--- config.mk ---
export PLATFORM = sky130hd
export DESIGN_NAME = stc_timer
export DESIGN_NICKNAME = d
export VERILOG_FILES = /design/src/pkg/stc_pkg.sv /design/src/verilog/stc_pin_sync.sv /design/src/verilog/stc_prescaler.sv /design/src/verilog/stc_timer.sv
export VERILOG_INCLUDE_DIRS = /design/src /design/src/pkg
export SDC_FILE = /design/constraint.sdc
export NUM_CORES = 1
export LEC_CHECK = 0
export BUFFER_PORTS_ARGS = -buffer_cell sky130_fd_sc_hd__buf_4
export CORE_AREA = 2 2 78 80
export CTS_CLUSTER_SIZE = 20
export DETAILED_ROUTE_END_ITERATION = 6
export DIE_AREA = 0 0 80 82
export PLACE_DENSITY = 0.66
export SYNTH_ARGS = -nofsm -noshare
export SYNTH_HDL_FRONTEND = slang
export SYNTH_SLANG_ARGS = --single-unit
--- constraint.sdc ---
create_clock -name core_clk -period 2.2 [get_ports core_clk]
set_clock_uncertainty 0.15 [all_clocks]
set_input_delay 0.11 -clock core_clk [delete_from_list [all_inputs] [get_ports core_clk]]
set_output_delay 0.11 -clock core_clk [all_outputs]
set_load 0.01 [all_outputs]
--- src/pkg/stc_consts.svh ---
`ifndef STC_CONSTS_SVH
`define STC_CONSTS_SVH

// Register offsets on the byte-wide internal bus
`define STC_ADDR_FLAG        8'h0C
`define STC_ADDR_ENABLE      8'h8C
`define STC_ADDR_COUNT_LOW   8'h0E
`define STC_ADDR_COUNT_HIGH  8'h0F
`define STC_ADDR_CONTROL     8'h10

// Control register fields
`define STC_CTRL_RUN_BIT     0
`define STC_CTRL_CS_BIT      1
`define STC_CTRL_SYNC_BIT    2
`define STC_CTRL_OSC_BIT     3
`define STC_CTRL_PS_LSB      4
`define STC_CTRL_PS_MSB      5
`define STC_CTRL_RESET       6'h00

// Flag and enable registers share one layout
`define STC_FLAG_OVF_BIT     0
`define STC_FLAG_RESET       1'h0

// Count limits
`define STC_COUNT_ZERO       16'h0000
`define STC_COUNT_MAX        16'hFFFF

// Instruction clock is the core clock divided by four
`define STC_INSTR_DIV        4
`define STC_PHASE_LAST       2'h3

`endif

--- src/pkg/stc_pkg.sv ---
package stc_pkg;

  typedef struct packed {
    logic [1:0] prescale_select;
    logic       crystal_osc_enable;
    logic       sync_bypass;
    logic       clock_source_select;
    logic       run_control;
  } stc_ctrl_t;

  typedef struct packed {
    logic [7:0] addr;
    logic [7:0] wdata;
    logic       wr;
    logic       rd;
  } stc_bus_req_t;

  typedef enum logic [2:0] {
    STC_MODE_INTERNAL = 3'b001,
    STC_MODE_EXT_SYNC = 3'b010,
    STC_MODE_EXT_FREE = 3'b100
  } stc_mode_t;

endpackage : stc_pkg

--- src/verilog/stc_pin_sync.sv ---
`timescale 1ns/1ps

module stc_pin_sync #(
  parameter int WIDTH = 2
) (
  input  wire logic             core_clk,
  input  wire logic             nrst,
  input  wire logic [WIDTH-1:0] pin_in,
  output logic      [WIDTH-1:0] rise
);

  logic [WIDTH-1:0] stage1;
  logic [WIDTH-1:0] stage2;
  logic [WIDTH-1:0] stage3;
  logic [WIDTH-1:0] level;
  logic [WIDTH-1:0] next_level;
  logic [WIDTH-1:0] next_rise;

  // Level only moves once the two settled stages agree
  genvar g;
  generate
    for (g = 0; g < WIDTH; g++) begin : g_bit
      always_comb begin
        next_level[g] = (stage2[g] == stage3[g]) ? stage3[g] : level[g];
        next_rise[g]  = next_level[g] & ~level[g];
      end
    end
  endgenerate

  always_ff @(posedge core_clk) begin
    if (!nrst) begin
      stage1 <= '0;
      stage2 <= '0;
      stage3 <= '0;
      level  <= '0;
      rise   <= '0;
    end else begin
      stage1 <= pin_in;
      stage2 <= stage1;
      stage3 <= stage2;
      level  <= next_level;
      rise   <= next_rise;
    end
  end

endmodule : stc_pin_sync

--- src/verilog/stc_prescaler.sv ---
`timescale 1ns/1ps

module stc_prescaler #(
  parameter int DIV_BITS = 3
) (
  input  wire logic       core_clk,
  input  wire logic       nrst,
  input  wire logic       tick,
  input  wire logic       clear,
  input  wire logic [1:0] ratio,
  output logic            out_pulse
);

  logic [DIV_BITS-1:0] count;
  logic [DIV_BITS-1:0] next_count;
  logic                next_pulse;

  function automatic logic [DIV_BITS-1:0] last_of(input logic [1:0] r);
    last_of = DIV_BITS'((1 << r) - 1);
  endfunction : last_of

  always_comb begin
    next_count = count;
    next_pulse = 1'b0;
    if (clear) begin
      next_count = '0;
    end else if (tick) begin
      if (count >= last_of(ratio)) begin
        next_count = '0;
        next_pulse = 1'b1;
      end else begin
        next_count = DIV_BITS'(count + 1'b1);
      end
    end
  end

  always_ff @(posedge core_clk) begin
    if (!nrst) begin
      count     <= '0;
      out_pulse <= 1'b0;
    end else begin
      count     <= next_count;
      out_pulse <= next_pulse;
    end
  end

endmodule : stc_prescaler

--- src/verilog/stc_timer.sv ---
// Notes on behaviour
// - The count is a high and a low byte that step up from 0000h to FFFFh and wrap to zero.
// - Each wrap sets a sticky overflow flag at bit 0 of the flag register; the interrupt asks only while its enable bit is set.
// - Control bit 1 picks the instruction clock (clear) or rising edges of the external input (set).
// - Control bit 0 runs the counter when set and holds its value when clear.
// - Control bits 5 to 4 divide the input by 1, 2, 4 or 8.
// - Control bit 3 runs the crystal oscillator and forces both oscillator pins to inputs that read zero.
// - With the external source, control bit 2 clear sends the prescaled input through a synchroniser and set bypasses it; with the internal source it does nothing.
// - External edges come from the oscillator input pin when the oscillator is on, else from the dedicated clock pin.
// - The prescaler sits ahead of the synchroniser and counts the selected external input directly.
// - In synchronised external counting the count does not advance in sleep, while the prescaler keeps counting.
// - In unsynchronised external counting the count keeps running in sleep and its overflow can wake the processor.
// - An unsynchronised count is not offered as a capture or compare time base.
// - A special event trigger from either capture/compare unit resets the count.
// - A write to either count byte clears the prescaler.
// - A count write that meets a special event trigger wins over it.
// - Reset clears the control register but never the count bytes.
`timescale 1ns/1ps
`include "stc_consts.svh"

module stc_timer (
  input  wire logic                 core_clk,
  input  wire logic                 nrst,
  input  wire stc_pkg::stc_bus_req_t bus_req,
  output logic               [7:0]  rdata,
  input  wire logic                 sleep,
  input  wire logic          [1:0]  special_event_trig,
  input  wire logic                 ext_count_clock_pin,
  input  wire logic                 osc_input_pin,
  output logic                      irq,
  output logic                      osc_run,
  output logic                      osc_pins_input_only,
  output logic                      timebase_valid,
  output logic               [15:0] count_value
);
  import stc_pkg::*;

  stc_ctrl_t   ctrl;
  stc_ctrl_t   next_ctrl;
  logic [7:0]  count_low_byte;
  logic [7:0]  count_high_byte;
  logic [7:0]  next_low;
  logic [7:0]  next_high;
  logic        overflow_flag;
  logic        next_overflow_flag;
  logic        overflow_irq_enable;
  logic        next_irq_enable;
  logic [7:0]  next_rdata;
  logic        next_irq;
  logic        next_timebase_valid;
  logic [1:0]  phase;
  logic [1:0]  next_phase;
  logic        instr_tick;
  logic [1:0]  pin_rise;
  logic        ext_edge;
  logic        presc_tick;
  logic        presc_clear;
  logic        presc_pulse;
  logic        sync_pulse;
  logic        next_sync_pulse;
  logic        inc;
  logic        wrap;
  logic        wr_low;
  logic        wr_high;
  logic        wr_count;
  logic        trig;
  stc_mode_t   mode;

  function automatic stc_mode_t mode_of(input stc_ctrl_t c);
    if (!c.clock_source_select) begin
      mode_of = STC_MODE_INTERNAL;
    end else if (c.sync_bypass) begin
      mode_of = STC_MODE_EXT_FREE;
    end else begin
      mode_of = STC_MODE_EXT_SYNC;
    end
  endfunction : mode_of

  function automatic logic hit(input logic [7:0] a);
    hit = bus_req.wr && (bus_req.addr == a);
  endfunction : hit

  stc_pin_sync #(
    .WIDTH (2)
  ) u_pin_sync (
    .core_clk (core_clk),
    .nrst     (nrst),
    .pin_in   ({osc_input_pin, ext_count_clock_pin}),
    .rise     (pin_rise)
  );

  stc_prescaler #(
    .DIV_BITS (3)
  ) u_prescaler (
    .core_clk  (core_clk),
    .nrst      (nrst),
    .tick      (presc_tick),
    .clear     (presc_clear),
    .ratio     (ctrl.prescale_select),
    .out_pulse (presc_pulse)
  );

  // Instruction clock phase, stopped in sleep
  always_comb begin
    next_phase = sleep ? phase : 2'(phase + 2'h1);
    instr_tick = (phase == `STC_PHASE_LAST) && !sleep;
  end

  always_ff @(posedge core_clk) begin
    if (!nrst) begin
      phase <= 2'h0;
    end else begin
      phase <= next_phase;
    end
  end

  // Source selection and the sync stage after the prescaler
  always_comb begin
    mode     = mode_of(ctrl);
    ext_edge = ctrl.crystal_osc_enable ? pin_rise[1] : pin_rise[0];
    wr_low   = hit(`STC_ADDR_COUNT_LOW);
    wr_high  = hit(`STC_ADDR_COUNT_HIGH);
    wr_count = wr_low | wr_high;
    presc_clear = wr_count;
    trig     = |special_event_trig;
    presc_tick = 1'b0;
    inc        = 1'b0;
    // The sync stage is shut off in sleep, so pulses die here
    next_sync_pulse = presc_pulse && !sleep;
    unique case (mode)
      STC_MODE_INTERNAL: begin
        presc_tick = ctrl.run_control && instr_tick;
        inc        = presc_pulse && !sleep;
      end
      STC_MODE_EXT_SYNC: begin
        presc_tick = ctrl.run_control && ext_edge;
        inc        = sync_pulse && !sleep;
      end
      STC_MODE_EXT_FREE: begin
        presc_tick = ctrl.run_control && ext_edge;
        inc        = presc_pulse;
      end
    endcase
    inc  = inc && ctrl.run_control;
    wrap = inc && !wr_count && !trig &&
           ({count_high_byte, count_low_byte} == `STC_COUNT_MAX);
  end

  always_ff @(posedge core_clk) begin
    if (!nrst) begin
      sync_pulse <= 1'b0;
    end else begin
      sync_pulse <= next_sync_pulse;
    end
  end

  // Count bytes
  always_comb begin
    {next_high, next_low} = {count_high_byte, count_low_byte};
    if (wr_count) begin
      // A write stalls counting for that cycle and beats the trigger
      if (wr_low) begin
        next_low = bus_req.wdata;
      end
      if (wr_high) begin
        next_high = bus_req.wdata;
      end
    end else if (trig) begin
      {next_high, next_low} = `STC_COUNT_ZERO;
    end else if (inc) begin
      {next_high, next_low} =
        16'({count_high_byte, count_low_byte} + 16'h0001);
    end
  end

  // Count bytes carry no reset on purpose
  always_ff @(posedge core_clk) begin
    count_low_byte  <= next_low;
    count_high_byte <= next_high;
    count_value     <= {next_high, next_low};
  end

  // Control, flag, enable and read data
  always_comb begin
    next_ctrl           = ctrl;
    next_irq_enable     = overflow_irq_enable;
    next_overflow_flag  = overflow_flag;
    next_rdata          = 8'h00;
    if (hit(`STC_ADDR_CONTROL)) begin
      next_ctrl = bus_req.wdata[`STC_CTRL_PS_MSB:0];
    end
    if (hit(`STC_ADDR_ENABLE)) begin
      next_irq_enable = bus_req.wdata[`STC_FLAG_OVF_BIT];
    end
    if (bus_req.rd) begin
      unique case (bus_req.addr)
        `STC_ADDR_FLAG: begin
          next_rdata = {7'h00, overflow_flag};
          next_overflow_flag = 1'b0;
        end
        `STC_ADDR_ENABLE: begin
          next_rdata = {7'h00, overflow_irq_enable};
        end
        `STC_ADDR_COUNT_LOW: begin
          next_rdata = count_low_byte;
        end
        `STC_ADDR_COUNT_HIGH: begin
          next_rdata = count_high_byte;
        end
        `STC_ADDR_CONTROL: begin
          next_rdata = {2'h0, ctrl};
        end
        default: begin
          next_rdata = 8'h00;
        end
      endcase
    end
    // Set after the read clear so a wrap in the read cycle survives
    if (wrap) begin
      next_overflow_flag = 1'b1;
    end
    // Overflow is level-driven so it can wake a sleeping core
    next_irq = next_overflow_flag && next_irq_enable;
    next_timebase_valid = (mode_of(next_ctrl) != STC_MODE_EXT_FREE);
  end

  always_ff @(posedge core_clk) begin
    if (!nrst) begin
      ctrl                <= `STC_CTRL_RESET;
      overflow_flag       <= `STC_FLAG_RESET;
      overflow_irq_enable <= `STC_FLAG_RESET;
      rdata               <= 8'h00;
      irq                 <= 1'b0;
      osc_run             <= 1'b0;
      osc_pins_input_only <= 1'b0;
      timebase_valid      <= 1'b1;
    end else begin
      ctrl                <= next_ctrl;
      overflow_flag       <= next_overflow_flag;
      overflow_irq_enable <= next_irq_enable;
      rdata               <= next_rdata;
      irq                 <= next_irq;
      osc_run             <= next_ctrl.crystal_osc_enable;
      osc_pins_input_only <= next_ctrl.crystal_osc_enable;
      timebase_valid      <= next_timebase_valid;
    end
  end

endmodule : stc_timer
---- Word-level counts from Yosys, hierarchy flattened ----
Index checks and enable logic that the tools add are counted.
word-level totals
  latch bits .............................. 0
  input bits .............................. 25
  memories kept ........................... 0
  ROM bits ................................ 0
  flip-flop bits (word level) ............. 67
  output and inout bits ................... 28
  logic and storage cells ................. 95
  memory bits (writable) .................. 0
cells by class
  $mul .................................... 0
  shift operators ......................... 1
  divide/modulo/power cells ............... 0
  reductions and logical operators ........ 22
  magnitude comparators ................... 1
  mux-type cells .......................... 25
  eq/ne operators ......................... 13
  add/sub/neg operators ................... 4
  bitwise logic cells ..................... 7
operators with widths
  cell                                              count
  2-to-1 mux 8 bit                                  8
  one-hot mux 8 bit (5 select lines)                1
  == test 8 x 4 -> 1 bit, second input constant     3
  2-to-1 mux 3 bit                                  6
  adder 16 x 1 -> 16 bit, second input constant     1
  == test 16 bit, second input constant             1
  logical AND 1 bit                                 14
  == test 8 x 5 -> 1 bit, second input constant     1
  == test 8 bit, second input constant              1
  2-to-1 mux 1 bit                                  8
  OR reduction 2 bit                                3
  inverter 1 bit                                    4
  adder 3 x 1 -> 3 bit, second input constant       1
  == test 3 x 1 -> 1 bit, second input constant     1
  == test 3 x 2 -> 1 bit, second input constant     1
  == test 3 bit, second input constant              1
  >= comparator 3 bit                               1
  zero test 1 bit                                   3
  != test 3 bit, second input constant              1
  one-hot mux 1 bit (3 select lines)                1
  OR reduction 3 bit                                1
  left shift 1 x 2 -> 3 bit, first input constant   1
  subtractor 3 x 2 -> 3 bit, second input constant  1
  adder 2 x 1 -> 2 bit, second input constant       1
  6 further kinds                                   8

---- Longest topological paths before layout ----
Gate-level depths: netlist of the first run.
  depth after elaboration ................. 10
  depth in mapped cells ................... 7
  gate-level depth less buffers ........... 7

---- Cells and area by module ----
A second synthesis of the first run with hierarchy kept.
unflattened totals
  cell total of the unflattened synthesis .. 254
  area, all modules ....................... 2601.2 um^2
by module, submodules not included
  module         times used  cells an instance  seq. area each (um^2)  area an instance (um^2)
  stc_timer      1           199                900.9                  2014.4
  stc_pin_sync   1           24                 200.2                  297.8
  stc_prescaler  1           31                 80.1                   289.0

---- Least setup slack after synthesis of the first run ----
Ideal clock, no wire load.
  kind .................................... input port to flip-flop
  start ................................... input port bus_req[15] in the netlist's numbering
  end ..................................... register count_low_byte[0], enable pin
  slack ................................... 162 ps
  arrival time ............................ 1518 ps
  cell stages on the path ................. 5
  path buffers ............................ 0
  required time ........................... 1680 ps
  library setup time ...................... 370 ps
  cell sequence ........................... or3_1 > nor3_2 > nand2_1 > and3_1 > nor2_1
on the way
  cells in the longest elaborated chain, start to end .. 4
  elaborated cells between the ends (all ways) .. 7
  classes of those cells .................. 2 x eq/ne; 2 x mux; 1 x bitwise; 2 x reduce/logical
ends and longest elaborated chain
  element                                                      line                                text
  start, declared                                              stc_timer.sv:24                     input wire stc_pkg::stc_bus_req_t bus_req,
  == test 8 x 4 -> 1 bit                                       stc_timer.sv:80                     hit = bus_req.wr && (bus_req.addr == a);
  logical AND 1 bit                                            stc_timer.sv:80
  2-to-1 mux 8 bit / bitwise OR 1 bit (equally long branches)  stc_timer.sv:162, stc_timer.sv:123
  2-to-1 mux 8 bit (*)                                         stc_timer.sv:160                    if (wr_count) begin
  end signal, assigned                                         stc_timer.sv:178                    count_low_byte <= next_low;
  end, declared                                                stc_timer.sv:40                     logic [7:0] count_low_byte;
Every way passes the cells marked *; elsewhere a longest branch is shown, timed or not.
A chain may end at the register's enable or synchronous reset.

---- Final worst setup path of the first run ----
  start ................................... input port bus_req[17] in the netlist's numbering
  end ..................................... register timebase_valid
on the way
  cells in the longest elaborated chain, start to end .. 6
ends and longest elaborated chain
  element                     line              text
  == test 8 x 5 -> 1 bit (*)  stc_timer.sv:80
  logical AND 1 bit (*)       stc_timer.sv:80
  2-to-1 mux 3 bit (*)        stc_timer.sv:189  if (hit(`STC_ADDR_CONTROL)) begin
  2-to-1 mux 3 bit            stc_timer.sv:72   end else if (c.sync_bypass) begin
  2-to-1 mux 3 bit (*)        stc_timer.sv:70   if (!c.clock_source_select) begin
  != test 3 bit (*)           stc_timer.sv:224  next_timebase_valid = (mode_of(next_ctrl) != STC_MODE_EXT_FREE);
  end signal, assigned        stc_timer.sv:245  timebase_valid <= next_timebase_valid;
  end, declared               stc_timer.sv:33   output logic timebase_valid,
Marked as above.

==> flow_metrics.tcl, run 1 <==
set metrics [dict create \
    clk_latency_ps 310 \
    wire_per_inst_um 15.6 \
    synth_nets 279 \
    h-tree-depth 2 \
    diodes 0 \
    nFillCells 519 \
    relSlewSlack_pct 50.4 \
    syn_area_um2 2480 \
    area_delta_synth_final_pct 32.7 \
    die_area_um2 6560 \
    setup_violations 0 \
    fin_util_pct 57.3 \
    drt_iter0_drc 98 \
    whs_path_depth 3 \
    async_reset_ff_share_pct 0 \
    first_global_vias 2003 \
    endpoint_kind "register" \
    io_pins 53 \
    finalWorstPathRequiredPeriod_ps 2090 \
    p_sw_share_pct 23.6 \
    hold_ws_ps -0.539 \
    critical_path_arrival_ps 2140 \
    worst_slew_pin_slew_ps 733 \
    startpoint_type "input port" \
    place_area_um2 3020 \
    switchingPower_mw 0.446 \
    via_per_inst 5.27 \
    pwr-share-clk_pct 36.1 \
    r2r_start "ctrl[1]$_SDFF_PN0_" \
    hold_viol_final 1 \
    dieHeight_um 82 \
    gr-usage-all-layers_pct 19.7 \
    max_freq_mhz 478 \
    rows 28 \
    p_leak_nw 1.31 \
    final_nets 356 \
    seq_area_frac_synth_pct 47.6 \
    synth_largest_area_cell "dfxtp_1" \
    ys_types 45 \
    p_per_area_nw_per_um2 573 \
    worstHoldStart "sleep" \
    post-place-cells 378 \
    p_int_mw 1.44 \
    holdPathEnd "phase[0]$_SDFFE_PN0N_" \
    violations "hold timing" \
    r2r_cells 5 \
    vias 2113 \
    post_cts_buffers 0 \
    synth_top_flop_cell "dfxtp_1" \
    netlist_top_cells_area "dfxtp_1 28%, edfxtp_1 19%, mux2i_1 5.2%" \
    avgSynthCellArea_um2 10.0 \
    setup-tns-final_ps 0 \
    ys_warn_count 0 \
    portBuffers 52 \
    rsz0062_at_grt "false" \
    drtPass1Iterations 4 \
    antenna_found_initial 0 \
    ant_nets 0 \
    clkTransAtPathRegs_ps 90 \
    layout.cells.non_filler 401 \
    place_congestion 0.888 \
    grt_max_degree 24 \
    seq_area_um2 1180 \
    drv_slew 0 \
    clock-root-buffer "clkbuf_8" \
    clock_path_buffers 2 \
    drt_wl_total_um 6270 \
    multi_input_area_um2 1250 \
    ir_worst_vdd_v 0.000307 \
    die_w_um 80 \
    max_cap_viol_count 0 \
    reg2reg_setup_slack_ps 110 \
    drive_above_1_share_pct 24.8 \
    worstPathMaxFanout 8 \
    drcViolationCount 0 \
    cts_buffers 5 \
    post-route-period-util_pct 95.1 \
    clock_sinks 51 \
    core_area_um2 5750 \
    hpwl_um 4560 \
    critPathRequiredTime_ps 2250 \
    overflow 0 \
    syn_inst 248 \
    min_path_type "in -> reg" \
    cts_tree "done" \
    status "complete, but fails checks" \
    grt_pass1_wl_um 9830 \
    start_util_pct 43.2 \
    seq_power_share_pct 54.1 \
    synth_enable_flop_cells 16 \
    synth_top_area_share_pct 28.2 \
    rr_endpoint "overflow_flag$_SDFF_PN0_" \
    power_frac_comb_pct 9.8 \
    design_area_um2 3290 \
    ys_ff_latch 51 \
    critPathKind "in -> reg" \
]
power groups by stage:
stage	sequential, mW	combinational (mW)	clock, mW
3_5_place_dp	1.04	0.166	0
2_1_floorplan	1.04	0.0634	0
3_3_place_gp	1.04	0.165	0
5_1_grt	1.03	0.199	0.728
4_1_cts	1.02	0.185	0.695
6_report	1.02	0.185	0.681
area by class of cell:
class                           instances  area share (%)
Tap cell                               75            2.85
Multi-Input combinational cell        185            38.1
Inverter                                5           0.570
Timing Repair Buffer                   77            19.1
Sequential cell                        51            35.9
Clock inverter                          3            1.44
Clock buffer                            5            2.09
routing by layer:
layer  up-vias  wire length, um  GRT usage [%]
met5         -                0              0
met4         0               87           6.10
met3         8              420           4.07
met2        80             2850           31.4
met1       982             2910           27.0
li1       1043                -              -
placed cells by master, fill, tap and decap left out, drive strengths merged, types with 12 or more instances in the layout:
cell         Yosys  final
buf              3     62
dfxtp           35     35
nand2           24     24
nor2            18     18
edfxtp          16     16
dlygate4sd3      0     15
mux2i           13     13
o21ai           13     13
nor2b           12     12
nand3           12     12
logic make-up after synthesis:
group / count (synthesis) / synth area share (%)
XOR/XNOR: 15 / 5.29
flip-flops: 51 / 47.6
AO/OA/AOI/OAI: 42 / 12.0
AND/OR/NAND/NOR: 104 / 22.5
adder cells (fa/ha/maj): 6 / 3.03
buffers and inverters: 12 / 2.07
multiplexers: 18 / 7.51
flip-flops by register name (all words and copies together) (netlist names):
register / cells
count_high_byte: 8
count_low_byte: 7
count_value: 1
ctrl: 6
irq: 1
overflow_flag: 1
overflow_irq_enable: 1
phase: 2
rdata: 8
sync_pulse: 1
timebase_valid: 1
u_pin_sync.level: 2
u_pin_sync.rise: 2
u_pin_sync.stage1: 2
u_pin_sync.stage2: 2
u_pin_sync.stage3: 2
u_prescaler.count: 3
u_prescaler.out_pulse: 1
worst max-delay path by stage:
stage	from	endpoint	slack, ps	cells after the start
final	bus_req[17]	timebase_valid$_SDFF_PN1_	110	6
after global routing	ctrl[0]$_SDFFE_PN0N_	overflow_flag$_SDFF_PN0_	20	5
after CTS	ctrl[1]$_SDFF_PN0_	overflow_flag$_SDFF_PN0_	30	5
after detailed placement	ctrl[1]$_SDFF_PN0_	overflow_flag$_SDFF_PN0_	80	5
after global placement	ctrl[1]$_SDFF_PN0_	irq$_SDFF_PN0_	220	5
after floorplan	bus_req[15]	count_low_byte[0]$_DFFE_PP_	160	5
cells in the mapped netlist, types with 5 or more instances:
| cell | n |
|---|---|
| mux2i_1 | 13 |
| a22oi_1 | 6 |
| and3_1 | 5 |
| nand3_1 | 12 |
| o2bb2ai_1 | 9 |
| nor2b_1 | 12 |
| mux2_2 | 5 |
| and2_1 | 11 |
| nand2_1 | 24 |
| inv_1 | 5 |
| xor2_1 | 5 |
| xnor2_1 | 10 |
| dfxtp_1 | 35 |
| a21oi_1 | 5 |
| o21ai_0 | 11 |
| nor2_1 | 17 |
| ha_1 | 6 |
| edfxtp_1 | 16 |
per-stage QoR:
step	total power [mW]	hold WS, ps	setup slack, ps
finish	1.89	-0.539	108
floorplan	1.11	31.6	162
global route	1.95	19.2	21.6
CTS	1.90	1.87	30.3
global placement	1.21	170	219
detailed placement	1.21	174	77.0
repair_timing:
item	in CTS	in global routing
hold buffers	15	0
resized for setup	0	1
setup endpoints to repair	0	3
hold endpoints to repair	27	0
critical path: stages:
cell	delay, ps
buf_4	110
nor4b_1	660
nand3_2	390
o21ai_0	240
nand2_1	70
dlygate4sd3_1	550
Power figures use the tool's default switching activity.
==> run 2: changes to the inputs <==
- CTS_BUF_LIST: default -> sky130_fd_sc_hd__clkbuf_2
==> run 2 against run 1 <==
  * Non-clock buffer count increased by 10
  * Largest cell class unchanged
  * Core utilization increased by 0.74 points
  * Sequential power hardly changed
  * The run now ends clean
  * Die area unchanged
  * Largest power group unchanged
  * Clock power shrank 23%
  * Sequential share of layout area shrank 0.42 points
  * Via count is 2.2% higher
  * Design area up 1.3%
  * Critical path type is now reg -> reg
  * Register-to-register slack got worse by 40 ps
  * Hold slack better by 35 ps
==> flow_metrics.tcl, run 2 (synthesis results as in run 1) <==
set metrics [dict create \
    area_delta_synth_final_pct 34.4 \
    finalWorstPathRequiredPeriod_ps 2130 \
    final_cell_mix "65 x buf_4, 34 x dfxtp_1, 24 x nand2_1, 21 x dlygate4sd3_1, 17 x nor2_1" \
    hold_viol_final 0 \
    hpwl_um 4560 \
    p_leak_nw 1.35 \
    clkTransAtPathRegs_ps 280 \
    seq_power_share_pct 59.0 \
    cts_tree "done" \
    pre_cts_ws_ps 77.0 \
    clock-root-buffer "clkbuf_2" \
    grt_max_degree 24 \
    status "finished clean" \
    dieHeight_um 82 \
    antenna_found_initial 0 \
    portBuffers 52 \
    ant_nets 0 \
    ir_worst_vdd_v 0.000331 \
    post-route-period-util_pct 96.9 \
    place_congestion 0.888 \
    p_per_area_nw_per_um2 522 \
    setup-tns-final_ps 0 \
    worst_slew_pin_slew_ps 593 \
    whs_path_depth 6 \
    slowest_delay_ps 470 \
    holdPathEnd "irq$_SDFF_PN0_" \
    pwr-share-clk_pct 30.0 \
    grt_pass1_wl_um 10000 \
    setup_slack_ps 67.2 \
    die_area_um2 6560 \
    vias 2160 \
    wire_per_inst_um 15.4 \
    endpoint_kind "register" \
    drv_slew 0 \
    gr-usage-all-layers_pct 20.0 \
    cpMaxStageDelayCell "a2111o_1" \
    cts_buffers 5 \
    drive_above_1_share_pct 25.3 \
    critPathKind "reg -> reg" \
    nFillCells 512 \
    worstPathMaxFanout 10 \
    switchingPower_mw 0.435 \
    reg2reg_setup_slack_ps 70 \
    startpoint_type "register" \
    critical_path_arrival_ps 2290 \
    rows 28 \
    first_global_vias 2049 \
    clk_latency_ps 450 \
    die_w_um 80 \
    core_area_um2 5750 \
    layout_commonest_cell "buf_4" \
    h-tree-depth 2 \
    design_area_um2 3330 \
    r2r_start "ctrl[1]$_SDFF_PN0_" \
    max_freq_mhz 469 \
    io_pins 53 \
    final_nets 366 \
    via_per_inst 5.26 \
    worstPathCellList "nor4bb_1 > a211oi_1 > a2111o_1 > buf_4 > buf_12 > o21ai_0" \
    drcViolationCount 0 \
    drt_iter0_drc 117 \
    clock_sinks 51 \
    largestRegisters "count_high_byte (8), rdata (8), count_low_byte (7)" \
    p_int_mw 1.30 \
    diodes 0 \
    worstHoldStart "bus_req[11]" \
    max_cap_viol_count 0 \
    overflow 0 \
    min_path_type "in -> reg" \
    r2r_cells 6 \
    power_frac_comb_pct 11.1 \
    drtPass1Iterations 4 \
    rr_endpoint "count_high_byte[4]$_DFFE_PP_" \
    critPathRequiredTime_ps 2360 \
    clock_path_buffers 2 \
    drt_wl_total_um 6330 \
    place_area_um2 3020 \
    start_util_pct 43.2 \
    setup_violations 0 \
    p_sw_share_pct 25.0 \
    relSlewSlack_pct 59.9 \
]
[run 2: critical path, delay by kind of cell, from the launching register on]
kind	cells	cell delay, ps
AO/OA/AOI/OAI	3	770
flip-flops	1	440
AND/OR/NAND/NOR	1	310
buffers and inverters	2	320
[run 2: metrics by stage]
| stage | std cells | total power, mW | hold WS [ps] | util (%) |
|---|---|---|---|---|
| 2_1_floorplan | 248 | 1.11 | 31.6 | - |
| 3_3_place_gp | 378 | 1.21 | 170 | 52.6 |
| 3_5_place_dp | 378 | 1.21 | 174 | 52.6 |
| 4_1_cts | 406 | 1.75 | 15.9 | 57.3 |
| 5_1_grt | 411 | 1.81 | 65.0 | 58.0 |
| 6_report | 411 | 1.74 | 34.7 | 58.0 |
[run 2: timing repair]
action                                  CTS  global route
pin swaps                                 1             1
endpoints found under the hold margin    45             1
endpoints found under the setup margin    2             2
resized for setup                         0             1
buffers inserted                          0             4
gates cloned                              0             0
hold buffers                             20             1
[run 2: per-layer routing]
layer	global-route usage, %	vias up	part of all wire [%]
met4	5.76	0	1.2
met3	4.62	9	4.4
li1	-	1063	-
met2	31.8	61	46
met5	0	-	0
met1	27.3	1027	48
[run 2: worst max-delay path by stage]
stage / start / to / slack [ps] / depth (start not counted)
2_1_floorplan: bus_req[15] / count_low_byte[0]$_DFFE_PP_ / 160 / 5
3_3_place_gp: ctrl[1]$_SDFF_PN0_ / irq$_SDFF_PN0_ / 220 / 5
3_5_place_dp: ctrl[1]$_SDFF_PN0_ / overflow_flag$_SDFF_PN0_ / 80 / 5
4_1_cts: ctrl[1]$_SDFF_PN0_ / overflow_flag$_SDFF_PN0_ / 90 / 5
5_1_grt: ctrl[1]$_SDFF_PN0_ / count_high_byte[4]$_DFFE_PP_ / -10 / 6
6_report: ctrl[1]$_SDFF_PN0_ / count_high_byte[4]$_DFFE_PP_ / 70 / 6
[run 2: area by class of cell]
type	count	area (um2)	area share, %
inverters	5	18.8	0.563
well taps	75	93.8	2.81
clock inverters	3	47.5	1.43
clock buffers	5	25.0	0.750
flip-flops and latches	51	1180	35.5
repair buffers	87	718	21.5
multi-input cells	185	1250	37.4
[run 2: power groups by stage]
stage | logic (mW) | registers [mW] | clock network, mW
final | 0.192 | 1.03 | 0.521
after global routing | 0.207 | 1.03 | 0.570
after CTS | 0.191 | 1.03 | 0.536
after detailed placement | 0.166 | 1.04 | 0
after global placement | 0.165 | 1.04 | 0
after floorplan | 0.0634 | 1.04 | 0
